## config.mk

```make
export PLATFORM = sky130hd
export DESIGN_NAME = gss_supervisor
export DESIGN_NICKNAME = d
export VERILOG_FILES = /design/src/hw/gss_pkg.sv /design/src/hw/gss_supervisor.sv
export SDC_FILE = /design/constraint.sdc
export NUM_CORES = 1
export LEC_CHECK = 0
export BUFFER_PORTS_ARGS = -buffer_cell sky130_fd_sc_hd__clkbuf_2
export CAP_MARGIN = 20
export CORE_ASPECT_RATIO = 0.75
export CORE_UTILIZATION = 56
export CTS_CLUSTER_SIZE = 28
export DETAILED_ROUTE_END_ITERATION = 12
export MAX_ROUTING_LAYER = met4
export PLACE_DENSITY = 0.84
export SLEW_MARGIN = 20
export SYNTH_ARGS = -nofsm -noshare
export SYNTH_HDL_FRONTEND = slang
export SYNTH_SLANG_ARGS = --single-unit
```

## constraint.sdc

```tcl
create_clock -name mclk -period 15.99 [get_ports mclk]
set_input_delay 0 -clock mclk [delete_from_list [all_inputs] [get_ports mclk]]
set_output_delay 0 -clock mclk [all_outputs]
set_load 0.02 [all_outputs]
```

## src/hw/gss_pkg.sv

```systemverilog
/*
  Package for the gas sensor supervisor: register map, error byte layout,
  thresholds, output scaling and timing counts.
  Assumes a 10 MHz system clock and concentrations given in whole ppm.
*/
package gss_pkg;

  // ---------------------------------------------------------------------
  // Clock and timing
  // ---------------------------------------------------------------------
  localparam int unsigned CLK_HZ        = 10_000_000;
  localparam int unsigned HOLD_TIME_S   = 8;
  localparam int unsigned HOLD_CYCLES   = HOLD_TIME_S * CLK_HZ;
  localparam int unsigned ABC_PERIOD_MH = 180;  // 7.5 days in hours
  localparam longint unsigned ABC_CYCLES =
    longint'(ABC_PERIOD_MH) * 64'd3600 * longint'(CLK_HZ);
  localparam int unsigned SELFTEST_CYCLES = 16;

  // ---------------------------------------------------------------------
  // Concentration figures in ppm
  // ---------------------------------------------------------------------
  localparam logic [15:0] FULL_SCALE_PPM = 16'd2000;
  localparam logic [15:0] LOW_ALM_LO     = 16'd700;
  localparam logic [15:0] LOW_ALM_HI     = 16'd800;
  localparam logic [15:0] HIGH_ALM_LO    = 16'd900;
  localparam logic [15:0] HIGH_ALM_HI    = 16'd1000;
  localparam logic [15:0] FRESH_AIR_PPM  = 16'd400;
  localparam logic [15:0] ZERO_GAS_PPM   = 16'd0;
  localparam logic [15:0] ABC_STEP_PPM   = 16'd30;
  localparam logic [15:0] MAX_VALID_PPM  = 16'd10000;

  // ---------------------------------------------------------------------
  // Analogue output codes in millivolts
  // ---------------------------------------------------------------------
  localparam logic [15:0] OVW_MV_LO = 16'd0;
  localparam logic [15:0] OVW_MV_HI = 16'd4000;
  localparam logic [15:0] PRC_MV_LO = 16'd1000;
  localparam logic [15:0] PRC_MV_HI = 16'd5000;

  // ---------------------------------------------------------------------
  // Error byte bits
  // ---------------------------------------------------------------------
  localparam int ERR_FATAL  = 0;
  localparam int ERR_OFFSET = 1;
  localparam int ERR_ALGO   = 2;
  localparam int ERR_OUTPUT = 3;
  localparam int ERR_SELF   = 4;
  localparam int ERR_RANGE  = 5;
  localparam int ERR_MEMORY = 6;
  localparam logic [7:0] ERR_AUTO_MASK = 8'h22;
  localparam logic [7:0] ERR_USED_MASK = 8'h7F;

  // ---------------------------------------------------------------------
  // Register map (word addresses on the plain port)
  // ---------------------------------------------------------------------
  localparam logic [3:0] REG_CONC      = 4'h0;
  localparam logic [3:0] REG_RAW       = 4'h1;
  localparam logic [3:0] REG_ZERO      = 4'h2;
  localparam logic [3:0] REG_FRESH_REF = 4'h3;
  localparam logic [3:0] REG_ERROR     = 4'h4;
  localparam logic [3:0] REG_OVW_OUT   = 4'h5;
  localparam logic [3:0] REG_PRC_OUT   = 4'h6;
  localparam logic [3:0] REG_STATUS    = 4'h7;
  localparam logic [3:0] REG_NVM_DATA  = 4'h8;

  // ---------------------------------------------------------------------
  // Carriers
  // ---------------------------------------------------------------------
  typedef struct packed {
    logic [3:0]  addr;
    logic [15:0] wdata;
    logic        wr;
    logic        rd;
  } gss_bus_s;

  typedef struct packed {
    logic        valid;
    logic [15:0] data;
  } gss_meas_s;

  typedef enum logic [1:0] {GSS_SELFTEST, GSS_RUN, GSS_NVM_CHECK} gss_state_e;

endpackage : gss_pkg

```

## src/hw/gss_supervisor.sv

```systemverilog
/*
  Gas sensor supervisor: output scaling, alarms with hysteresis, trim switch
  qualification and recalibration, baseline drift correction, error byte.
  Assumes synchronous inputs, one 10 MHz clock, and a nonvolatile store
  that answers a write with a read-back word any number of cycles later.
*/
// What this block does
// - Overview output maps 0-2000 ppm to 0-4 V
// - Precise output maps 0-2000 ppm to 1-5 V
// - Low alarm hysteresis 700/800 ppm
// - High alarm hysteresis 900/1000 ppm
// - Fresh-air switch held 8 s recalibrates
// - Zero-gas switch held 8 s recalibrates
// - Recalibration makes reading equal reference value
// - Recalibration repeats while switch stays closed
// - Fresh-air reference 400 ppm, host writable
// - Baseline correction tracks minimum per period
// - Baseline step limited to 30 ppm
// - Self-test runs after every power-up
// - Out-of-range measurement flags an error
// - Memory write verified by read-back compare
// - Status low while error byte nonzero
// - Host can read full error byte
// - Offset and range bits clear themselves
// - Other bits sticky until host overwrite
// - Serial side exposes precise concentration, status
// - Error byte bit assignment as listed
// - Several faults combine into one value
`timescale 1ns/100ps
`default_nettype none

module gss_supervisor
  import gss_pkg::*;
#(
  parameter int unsigned  HOLD_CNT = HOLD_CYCLES,
  parameter longint unsigned ABC_CNT = ABC_CYCLES
) (
  // Clock and reset
  input  wire logic        mclk,
  input  wire logic        rst_b,
  // Measurement from the sensing front end
  input  wire gss_meas_s   meas,
  input  wire logic        offset_fault,
  input  wire logic        selftest_fail,
  // Trim switches, low when closed
  input  wire logic        fresh_air_trim_switch,
  input  wire logic        zero_gas_trim_switch,
  // Nonvolatile store port
  output logic             nvm_wr,
  output logic [15:0]      nvm_wdata,
  input  wire logic        nvm_rvalid,
  input  wire logic [15:0] nvm_rdata,
  // Register port
  input  wire gss_bus_s    bus,
  output logic [15:0]      rdata,
  // Outputs
  output logic [15:0]      overview_analog_output,
  output logic [15:0]      precise_analog_output,
  output logic             low_alarm_output,
  output logic             high_alarm_output,
  output logic             status_ok
);

  // -----------------------------------------------------------------------
  // Helpers
  // -----------------------------------------------------------------------
  function automatic logic [15:0] scale_mv(input logic [15:0] ppm,
                                           input logic [15:0] lo,
                                           input logic [15:0] hi);
    logic [31:0] c;
    logic [31:0] p;
    c = (ppm > FULL_SCALE_PPM) ? 32'(FULL_SCALE_PPM) : 32'(ppm);
    p = c * 32'(hi - lo) / 32'(FULL_SCALE_PPM);
    return 16'(p + 32'(lo));
  endfunction : scale_mv

  function automatic logic [31:0] sat_add(input logic [31:0] hold);
    return (hold == 32'hFFFF_FFFF) ? hold : hold + 32'h1;
  endfunction : sat_add

  // -----------------------------------------------------------------------
  // Power-up self-test and sequencing
  // -----------------------------------------------------------------------
  gss_state_e  state_q;
  logic [4:0]  st_cnt_q;
  logic [15:0] raw_q;
  logic [15:0] zero_q;
  logic [15:0] fresh_ref_q;
  logic [15:0] conc_q;
  logic [15:0] conc_d;
  logic [7:0]  err_q;
  logic        range_bad;
  logic        req_fresh;
  logic        req_zero;
  logic        cal_pulse;
  logic        abc_pulse;
  logic [15:0] new_zero;
  logic        nvm_mismatch;

  always_ff @(posedge mclk or negedge rst_b) begin
    if (!rst_b) begin
      state_q  <= GSS_SELFTEST;
      st_cnt_q <= 5'h00;
    end else begin
      case (state_q)
        GSS_SELFTEST: begin
          st_cnt_q <= st_cnt_q + 5'h01;
          if (st_cnt_q == 5'(SELFTEST_CYCLES - 1)) begin
            state_q <= GSS_RUN;
          end
        end
        GSS_RUN: begin
          if (nvm_wr) begin
            state_q <= GSS_NVM_CHECK;
          end
        end
        GSS_NVM_CHECK: begin
          if (nvm_rvalid) begin
            state_q <= GSS_RUN;
          end
        end
        default: state_q <= GSS_SELFTEST;
      endcase
    end
  end

  // -----------------------------------------------------------------------
  // Concentration
  // -----------------------------------------------------------------------
  // The minimum tracker needs the new reading, not the one it replaces.
  assign conc_d = (meas.data > zero_q) ? meas.data - zero_q : 16'h0000;

  always_ff @(posedge mclk or negedge rst_b) begin
    if (!rst_b) begin
      raw_q  <= 16'h0000;
      conc_q <= 16'h0000;
    end else if (meas.valid) begin
      raw_q  <= meas.data;
      conc_q <= conc_d;
    end
  end

  assign range_bad = meas.valid && (meas.data > MAX_VALID_PPM);

  // -----------------------------------------------------------------------
  // Analogue outputs and alarms
  // -----------------------------------------------------------------------
  always_ff @(posedge mclk or negedge rst_b) begin
    if (!rst_b) begin
      overview_analog_output <= OVW_MV_LO;
      precise_analog_output  <= PRC_MV_LO;
    end else begin
      overview_analog_output <= scale_mv(conc_q, OVW_MV_LO, OVW_MV_HI);
      precise_analog_output  <= scale_mv(conc_q, PRC_MV_LO, PRC_MV_HI);
    end
  end

  always_ff @(posedge mclk or negedge rst_b) begin
    if (!rst_b) begin
      low_alarm_output  <= 1'b0;
      high_alarm_output <= 1'b0;
    end else begin
      if (conc_q >= LOW_ALM_HI) begin
        low_alarm_output <= 1'b1;
      end else if (conc_q < LOW_ALM_LO) begin
        low_alarm_output <= 1'b0;
      end
      if (conc_q >= HIGH_ALM_HI) begin
        high_alarm_output <= 1'b1;
      end else if (conc_q < HIGH_ALM_LO) begin
        high_alarm_output <= 1'b0;
      end
    end
  end

  // -----------------------------------------------------------------------
  // Trim switch qualification
  // -----------------------------------------------------------------------
  logic [31:0] fresh_hold_q;
  logic [31:0] zero_hold_q;

  // A grounded pin is a request; any release restarts the count.
  always_ff @(posedge mclk or negedge rst_b) begin
    if (!rst_b) begin
      fresh_hold_q <= 32'h0;
      zero_hold_q  <= 32'h0;
    end else begin
      fresh_hold_q <= fresh_air_trim_switch ? 32'h0 : sat_add(fresh_hold_q);
      zero_hold_q  <= zero_gas_trim_switch  ? 32'h0 : sat_add(zero_hold_q);
    end
  end

  assign req_fresh = fresh_hold_q >= HOLD_CNT;
  assign req_zero  = zero_hold_q  >= HOLD_CNT;
  // Recalibrate on every new measurement that arrives in the run state while held.
  assign cal_pulse = (state_q == GSS_RUN) && meas.valid && (req_fresh || req_zero);

  // Zero-gas takes priority when both switches are held.
  always_comb begin
    if (req_zero) begin
      new_zero = (meas.data > ZERO_GAS_PPM) ? meas.data - ZERO_GAS_PPM : 16'h0000;
    end else begin
      new_zero = (meas.data > fresh_ref_q) ? meas.data - fresh_ref_q : 16'h0000;
    end
  end

  // -----------------------------------------------------------------------
  // Baseline drift correction
  // -----------------------------------------------------------------------
  logic [63:0] abc_cnt_q;
  logic [15:0] min_q;
  logic [15:0] abc_zero;

  always_ff @(posedge mclk or negedge rst_b) begin
    if (!rst_b) begin
      abc_cnt_q <= 64'h0;
      min_q     <= 16'hFFFF;
    end else if (abc_pulse) begin
      abc_cnt_q <= 64'h0;
      min_q     <= 16'hFFFF;
    end else begin
      abc_cnt_q <= abc_cnt_q + 64'h1;
      if (meas.valid && (conc_d < min_q)) begin
        min_q <= conc_d;
      end
    end
  end

  assign abc_pulse = (abc_cnt_q == ABC_CNT - 64'h1);

  // Move zero so the period minimum drifts toward fresh air, 30 ppm at most.
  always_comb begin
    abc_zero = zero_q;
    if (min_q != 16'hFFFF) begin
      if (min_q > FRESH_AIR_PPM + ABC_STEP_PPM) begin
        abc_zero = zero_q + ABC_STEP_PPM;
      end else if (min_q > FRESH_AIR_PPM) begin
        abc_zero = zero_q + (min_q - FRESH_AIR_PPM);
      end else if (FRESH_AIR_PPM - min_q > ABC_STEP_PPM) begin
        abc_zero = (zero_q > ABC_STEP_PPM) ? zero_q - ABC_STEP_PPM : 16'h0000;
      end else begin
        abc_zero = (zero_q > FRESH_AIR_PPM - min_q) ? zero_q - (FRESH_AIR_PPM - min_q) : 16'h0000;
      end
    end
  end

  // -----------------------------------------------------------------------
  // Zero constant and nonvolatile write with read-back
  // -----------------------------------------------------------------------
  logic host_zero_wr;
  assign host_zero_wr = bus.wr && (bus.addr == REG_ZERO);

  always_ff @(posedge mclk or negedge rst_b) begin
    if (!rst_b) begin
      zero_q    <= 16'h0000;
      nvm_wr    <= 1'b0;
      nvm_wdata <= 16'h0000;
    end else begin
      nvm_wr <= 1'b0;
      if (state_q == GSS_RUN && !nvm_wr) begin
        if (cal_pulse) begin
          zero_q    <= new_zero;
          nvm_wr    <= 1'b1;
          nvm_wdata <= new_zero;
        end else if (abc_pulse) begin
          zero_q    <= abc_zero;
          nvm_wr    <= 1'b1;
          nvm_wdata <= abc_zero;
        end else if (host_zero_wr) begin
          zero_q    <= bus.wdata;
          nvm_wr    <= 1'b1;
          nvm_wdata <= bus.wdata;
        end
      end
    end
  end

  assign nvm_mismatch = (state_q == GSS_NVM_CHECK) && nvm_rvalid && (nvm_rdata != nvm_wdata);

  // -----------------------------------------------------------------------
  // Fresh-air reference
  // -----------------------------------------------------------------------
  always_ff @(posedge mclk or negedge rst_b) begin
    if (!rst_b) begin
      fresh_ref_q <= FRESH_AIR_PPM;
    end else if (bus.wr && (bus.addr == REG_FRESH_REF)) begin
      fresh_ref_q <= bus.wdata;
    end
  end

  // -----------------------------------------------------------------------
  // Error byte
  // -----------------------------------------------------------------------
  logic [7:0] err_set;
  logic [7:0] err_d;

  always_comb begin
    err_set             = 8'h00;
    err_set[ERR_FATAL]  = (state_q == GSS_SELFTEST) && selftest_fail;
    err_set[ERR_OFFSET] = offset_fault;
    err_set[ERR_SELF]   = (state_q == GSS_SELFTEST) && selftest_fail;
    err_set[ERR_RANGE]  = range_bad;
    err_set[ERR_MEMORY] = nvm_mismatch;
    // Sticky bits keep their value unless overwritten; set wins the overwrite.
    err_d = err_q & ~ERR_AUTO_MASK;
    if (bus.wr && (bus.addr == REG_ERROR)) begin
      err_d = bus.wdata[7:0] & ~ERR_AUTO_MASK;
    end
    err_d = (err_d | err_set) & ERR_USED_MASK;
  end

  always_ff @(posedge mclk or negedge rst_b) begin
    if (!rst_b) begin
      err_q <= 8'h00;
    end else begin
      err_q <= err_d;
    end
  end

  assign status_ok = (err_q == 8'h00);

  // -----------------------------------------------------------------------
  // Register read port
  // -----------------------------------------------------------------------
  always_ff @(posedge mclk or negedge rst_b) begin
    if (!rst_b) begin
      rdata <= 16'h0000;
    end else if (bus.rd) begin
      if (bus.addr == REG_CONC) begin
        rdata <= conc_q;
      end else if (bus.addr == REG_RAW) begin
        rdata <= raw_q;
      end else if (bus.addr == REG_ZERO) begin
        rdata <= zero_q;
      end else if (bus.addr == REG_FRESH_REF) begin
        rdata <= fresh_ref_q;
      end else if (bus.addr == REG_ERROR) begin
        rdata <= {8'h00, err_q};
      end else if (bus.addr == REG_OVW_OUT) begin
        rdata <= overview_analog_output;
      end else if (bus.addr == REG_PRC_OUT) begin
        rdata <= precise_analog_output;
      end else if (bus.addr == REG_STATUS) begin
        rdata <= {10'h000, req_zero, req_fresh, high_alarm_output, low_alarm_output,
                  2'(state_q)};
      end else if (bus.addr == REG_NVM_DATA) begin
        rdata <= nvm_wdata;
      end else begin
        rdata <= 16'h0000;
      end
    end else begin
      rdata <= 16'h0000;
    end
  end

  // -----------------------------------------------------------------------
  // Assertions
  // -----------------------------------------------------------------------
  property p_low_alarm_set;
    @(posedge mclk) disable iff (!rst_b)
      (conc_q >= LOW_ALM_HI) |=> low_alarm_output;
  endproperty
  a_low_alarm_set: assert property (p_low_alarm_set) else $error("low alarm not set");

  property p_high_alarm_hold;
    @(posedge mclk) disable iff (!rst_b)
      (high_alarm_output && conc_q >= HIGH_ALM_LO) |=> high_alarm_output;
  endproperty
  a_high_alarm_hold: assert property (p_high_alarm_hold) else $error("high alarm dropped");

  property p_status;
    @(posedge mclk) disable iff (!rst_b)
      (err_set != 8'h00) |=> !status_ok;
  endproperty
  a_status: assert property (p_status) else $error("status disagrees with error byte");

  property p_release_restart;
    @(posedge mclk) disable iff (!rst_b)
      fresh_air_trim_switch |=> (fresh_hold_q == 32'h0) && !req_fresh;
  endproperty
  a_release_restart: assert property (p_release_restart) else $error("hold not restarted");

  property p_memory_sticky;
    @(posedge mclk) disable iff (!rst_b)
      (err_q[ERR_MEMORY] && !(bus.wr && bus.addr == REG_ERROR)) |=> err_q[ERR_MEMORY];
  endproperty
  a_memory_sticky: assert property (p_memory_sticky) else $error("memory bit lost");

  property p_range_clears;
    @(posedge mclk) disable iff (!rst_b)
      !range_bad |=> !err_q[ERR_RANGE];
  endproperty
  a_range_clears: assert property (p_range_clears) else $error("range bit stuck");

  property p_mismatch_flag;
    @(posedge mclk) disable iff (!rst_b)
      nvm_mismatch |=> err_q[ERR_MEMORY];
  endproperty
  a_mismatch_flag: assert property (p_mismatch_flag) else $error("mismatch not flagged");

  property p_cal_zero;
    @(posedge mclk) disable iff (!rst_b)
      (cal_pulse && !nvm_wr) |=> (zero_q == $past(new_zero)) && nvm_wr;
  endproperty
  a_cal_zero: assert property (p_cal_zero) else $error("zero not replaced");

endmodule : gss_supervisor

`default_nettype wire

```

==> summary.txt <==
Worst setup path
  • WP data required: 16.43 ns
  • CP bufs+invs: 9
  • FF-to-FF setup slack: 0.09 ns
  • Crit. End Element: flip-flop
  • Critical path's top delay family: compound AO/OA/AOI/OAI gates
  • CP Data Arrival Time: approximately 16 ns
  • Crit-path most repeated cell: buf_4
  • Crit-path max cell delay: 0.61 ns
  • Startpoint type of the worst setup path: flip-flop
  • Slowest cell on the critical path: or4_4
  • Critical path class: flip-flop to flip-flop
  • Critical path peak fanout: 7

Logic synthesis
  • Syn Area/Cell: 8.664 µm²
  • Synth Register Bits: 270
  • Synth cell types: 140
  • Mux cell area share after synthesis: 0.04106
  • Async S/R FF share, synth: 1.000
  • Synth area leader: dfrtp_1
  • Synth warn: 0
  • Compound-gate portion of the synthesized area: 0.2186
  • EDFF count, synth: 0
  • Seq/Total Area, Yosys: 0.2661
  • Top post-synthesis cells by area: dfrtp_1, ha_1, xnor2_1, fa_1, xor2_1
  • XOR/XNOR Fraction of Synth Area: 0.1076
  • Cells after synthesis: about 2900
  • Share of the synthesized area in the top cell type: 0.2403
  • Adder-cell share of the synthesized area: 0.1204
  • Simple-gate share of the synthesized area: 0.1965
  • Main synth FF type: dfrtp_1
  • Largest family of logic cells by synthesized area: compound AO/OA/AOI/OAI gates
  • Post-Syn Area: 25510 µm²

Finish
  • Fin util: 0.6736
  • Proportion of layout cells with a drive suffix above 1: 0.2038
  • Final nets: between 3000 and 4000
  • Fill count: about 3400
  • Final instance area: 30160 µm²
  • Layout area overhead: 18.22%

Timing
  • Clock skew: 0.01351 ns
  • Slew @ Worst Pin: around 1.2 ns
  • Hold WS: 0.03021 ns
  • Final hold violation count: 0
  • Final min period: 15.90 ns
  • Tcrit/Tclk final: 0.9942
  • Setup TNS: 0 ns
  • Max-slew violations: 0
  • RSZ-0062 raised after global routing: yes
  • Rel. slew slack: 0.1940
  • Fmax: 0.06290 GHz
  • # setup viols final: 0

Detailed routing
  • Routed wire per std cell: around 21 µm
  • Via/cell ratio: 6.440
  • Routed wire length: 80.23 mm
  • Final ANT Viol Nets: 0
  • DRC Markers: 0
  • Drt first pass iters: 6
  • Via count: about 25000
  • Initial DRC Count: 2760

Place
  • RD Place Congestion: 1.060
  • DP Area: 27260 µm²
  • Port Buffers: 129
  • HPWL Detailed: 58.74 mm

Floorplanning
  • Initial Util: 0.5698
  • Ports: 130
  • Die area: approximately 46000 µm²
  • Die H: 186.8 µm
  • Die extent in x: 248.4 µm
  • Num rows: 67
  • Core area: between 40000 and 50000 µm²

Global routing
  • GRT overflow: 0
  • Largest net degree at the start of global routing: approximately 100
  • First-pass GRT wire length: roughly 130 mm
  • Initial antenna violation count: 2
  • Vias in the first global route: between 20000 and 25000
  • Grt met3 use: 0.05566
  • M2 GR Usage: 0.5167
  • Met1 Resource Use GR: 0.4654
  • Busiest grt layer: met2
  • GRT Overall Usage: 0.3436

Min path
  • Tightest Hold Check Type: input pin to flip-flop

Clock tree
  • Clock latency on the worst-skew pair: 0.57 ns
  • CTS Buf Count: 29
  • Root Buffer: clkbuf_16
  • Clk pin slew, worst setup/hold paths: 0.06 ns
  • Clock tree sinks: 270
  • Clock H-tree levels: 1
  • CTS tree: done
  • Clk buf depth: 3

Run
  • Max Cap Viol: 0

Outcome
  • Outcome: complete, no violations
[cells in the final DEF, fill, tap and decap left out, types with 51 or more instances in the layout]
cell      netlist  final
nor3_1         80     73
nand3_1       111    109
xor2_1        113    110
a21o_1         74     74
clkbuf_2        1    128
nand4_1        64     64
mux2_2         54     53
inv_1         174    172
ha_1          159    146
xnor2_1       193    185
nand2_1       239    232
o21ai_0       119    114
buf_4          13    150
nor2_1        252    246
dfrtp_1       245    245
fa_1           52     51
a21oi_1       136    127
[worst paths after layout]
path	to	start	depth (start not counted)
max in group asynchronous	overview_analog_output[4]$_DFF_PN0_	rst_b	4
min in group asynchronous	fresh_hold_q[7]$_DFFE_PN0P_	rst_b	2
worst max register to register	precise_analog_output[0]$_DFF_PN0_	conc_q[2]$_DFFE_PN0P_	67
worst min register to register	abc_cnt_q[63]$_DFF_PN0_	abc_cnt_q[63]$_DFF_PN0_	1
worst min-delay path	rdata[2]$_DFF_PN0_	bus[20]	3
worst max-delay path	precise_analog_output[0]$_DFF_PN0_	conc_q[2]$_DFFE_PN0P_	67
[flip-flops by register name (all words and copies together), names as in the netlist, 16 cells and up]
| name | cells |
|---|---|
| abc_cnt_q | 64 |
| zero_q | 16 |
| precise_analog_output | 16 |
| min_q | 16 |
| rdata | 16 |
| fresh_ref_q | 16 |
| fresh_hold_q | 32 |
| raw_q | 16 |
| conc_q | 16 |
| zero_hold_q | 32 |
[synth_stat cells (all sizes together) (19+ instances only)]
cell type	number
a211oi	26
o21bai	19
fa	52
inv	180
nor2b	28
o211ai	37
dfrtp	245
xor2	113
clkbuf	72
nor4	41
o21ai	137
nand4	64
mux2i	42
a22oi	36
a221oi	21
a21o	74
ha	159
dfstp	25
o31ai	22
a21oi	144
nand2	240
nand3	111
and2	35
buf	43
a31oi	25
xnor2	197
or3	22
and3	47
mux2	55
nor3	85
o21a	27
nor2	254
[worst reg2reg max path, delay by kind of cell, from the launching register on]
kind | cells | cell delay, ns
AND/OR/NAND/NOR | 16 | 3.51
adder cells (fa/ha/maj) | 6 | 2.20
AO/OA/AOI/OAI | 32 | 7.42
flip-flops | 1 | 0.38
buffers and inverters | 9 | 1.38
multiplexers | 1 | 0.38
XOR/XNOR | 3 | 0.49
[through the flow]
stage,instances,worst slack [ns]
final,3832,0.09197
after detailed placement,3677,-0.6170
after global placement,3677,-0.06274
after global routing,3832,-0.5091
after floorplan,2974,0.004484
after CTS,3795,0.006477
[layer usage]
layer / vias up / part of all wire / wire length (µm)
met3: 249 / 0.089 / 7177
met1: 11890 / 0.43 / 34210
met2: 1323 / 0.44 / 35280
li1: 11210 / - / -
met5: - / 0 / 0
met4: 0 / 0.044 / 3565
[timing repair]
| action | in CTS | in global routing |
|---|---|---|
| hold buffers | 42 | 0 |
| buffers inserted | 23 | 34 |
| gates cloned | 0 | 1 |
| resized for setup | 51 | 137 |
| hold endpoints to repair | 171 | 0 |
| pin swaps | 22 | 94 |
| endpoints found under the setup margin | 2 | 5 |
[cell type report]
class                      instances  area (µm²)  share of cell area
multi-input combinational       2407       18610              0.6170
inverter                         181       684.4             0.02270
clock buffer                      41       880.8             0.02921
sequential                       270        6788              0.2251
antenna                            2       5.005           0.0001660
clock inverter                    12       118.9            0.003942
timing repair buffer             333        2340             0.07759
tap                              586       733.2             0.02431
[cell families (layout without fill, tap and decap cells)]
kind of cell             Yosys count  in the layout
AO/OA/AOI/OAI                    745            746
buffers and inverters            298            567
other                              2             34
flip-flops                       270            270
XOR/XNOR                         310            310
AND/OR/NAND/NOR                 1007           1007
multiplexers                      97             97
adder cells (fa/ha/maj)          215            215
Power is left out: the tool's default activity adds up to more than one toggle a clock period on the data nets, which glitch-free logic cannot reach.
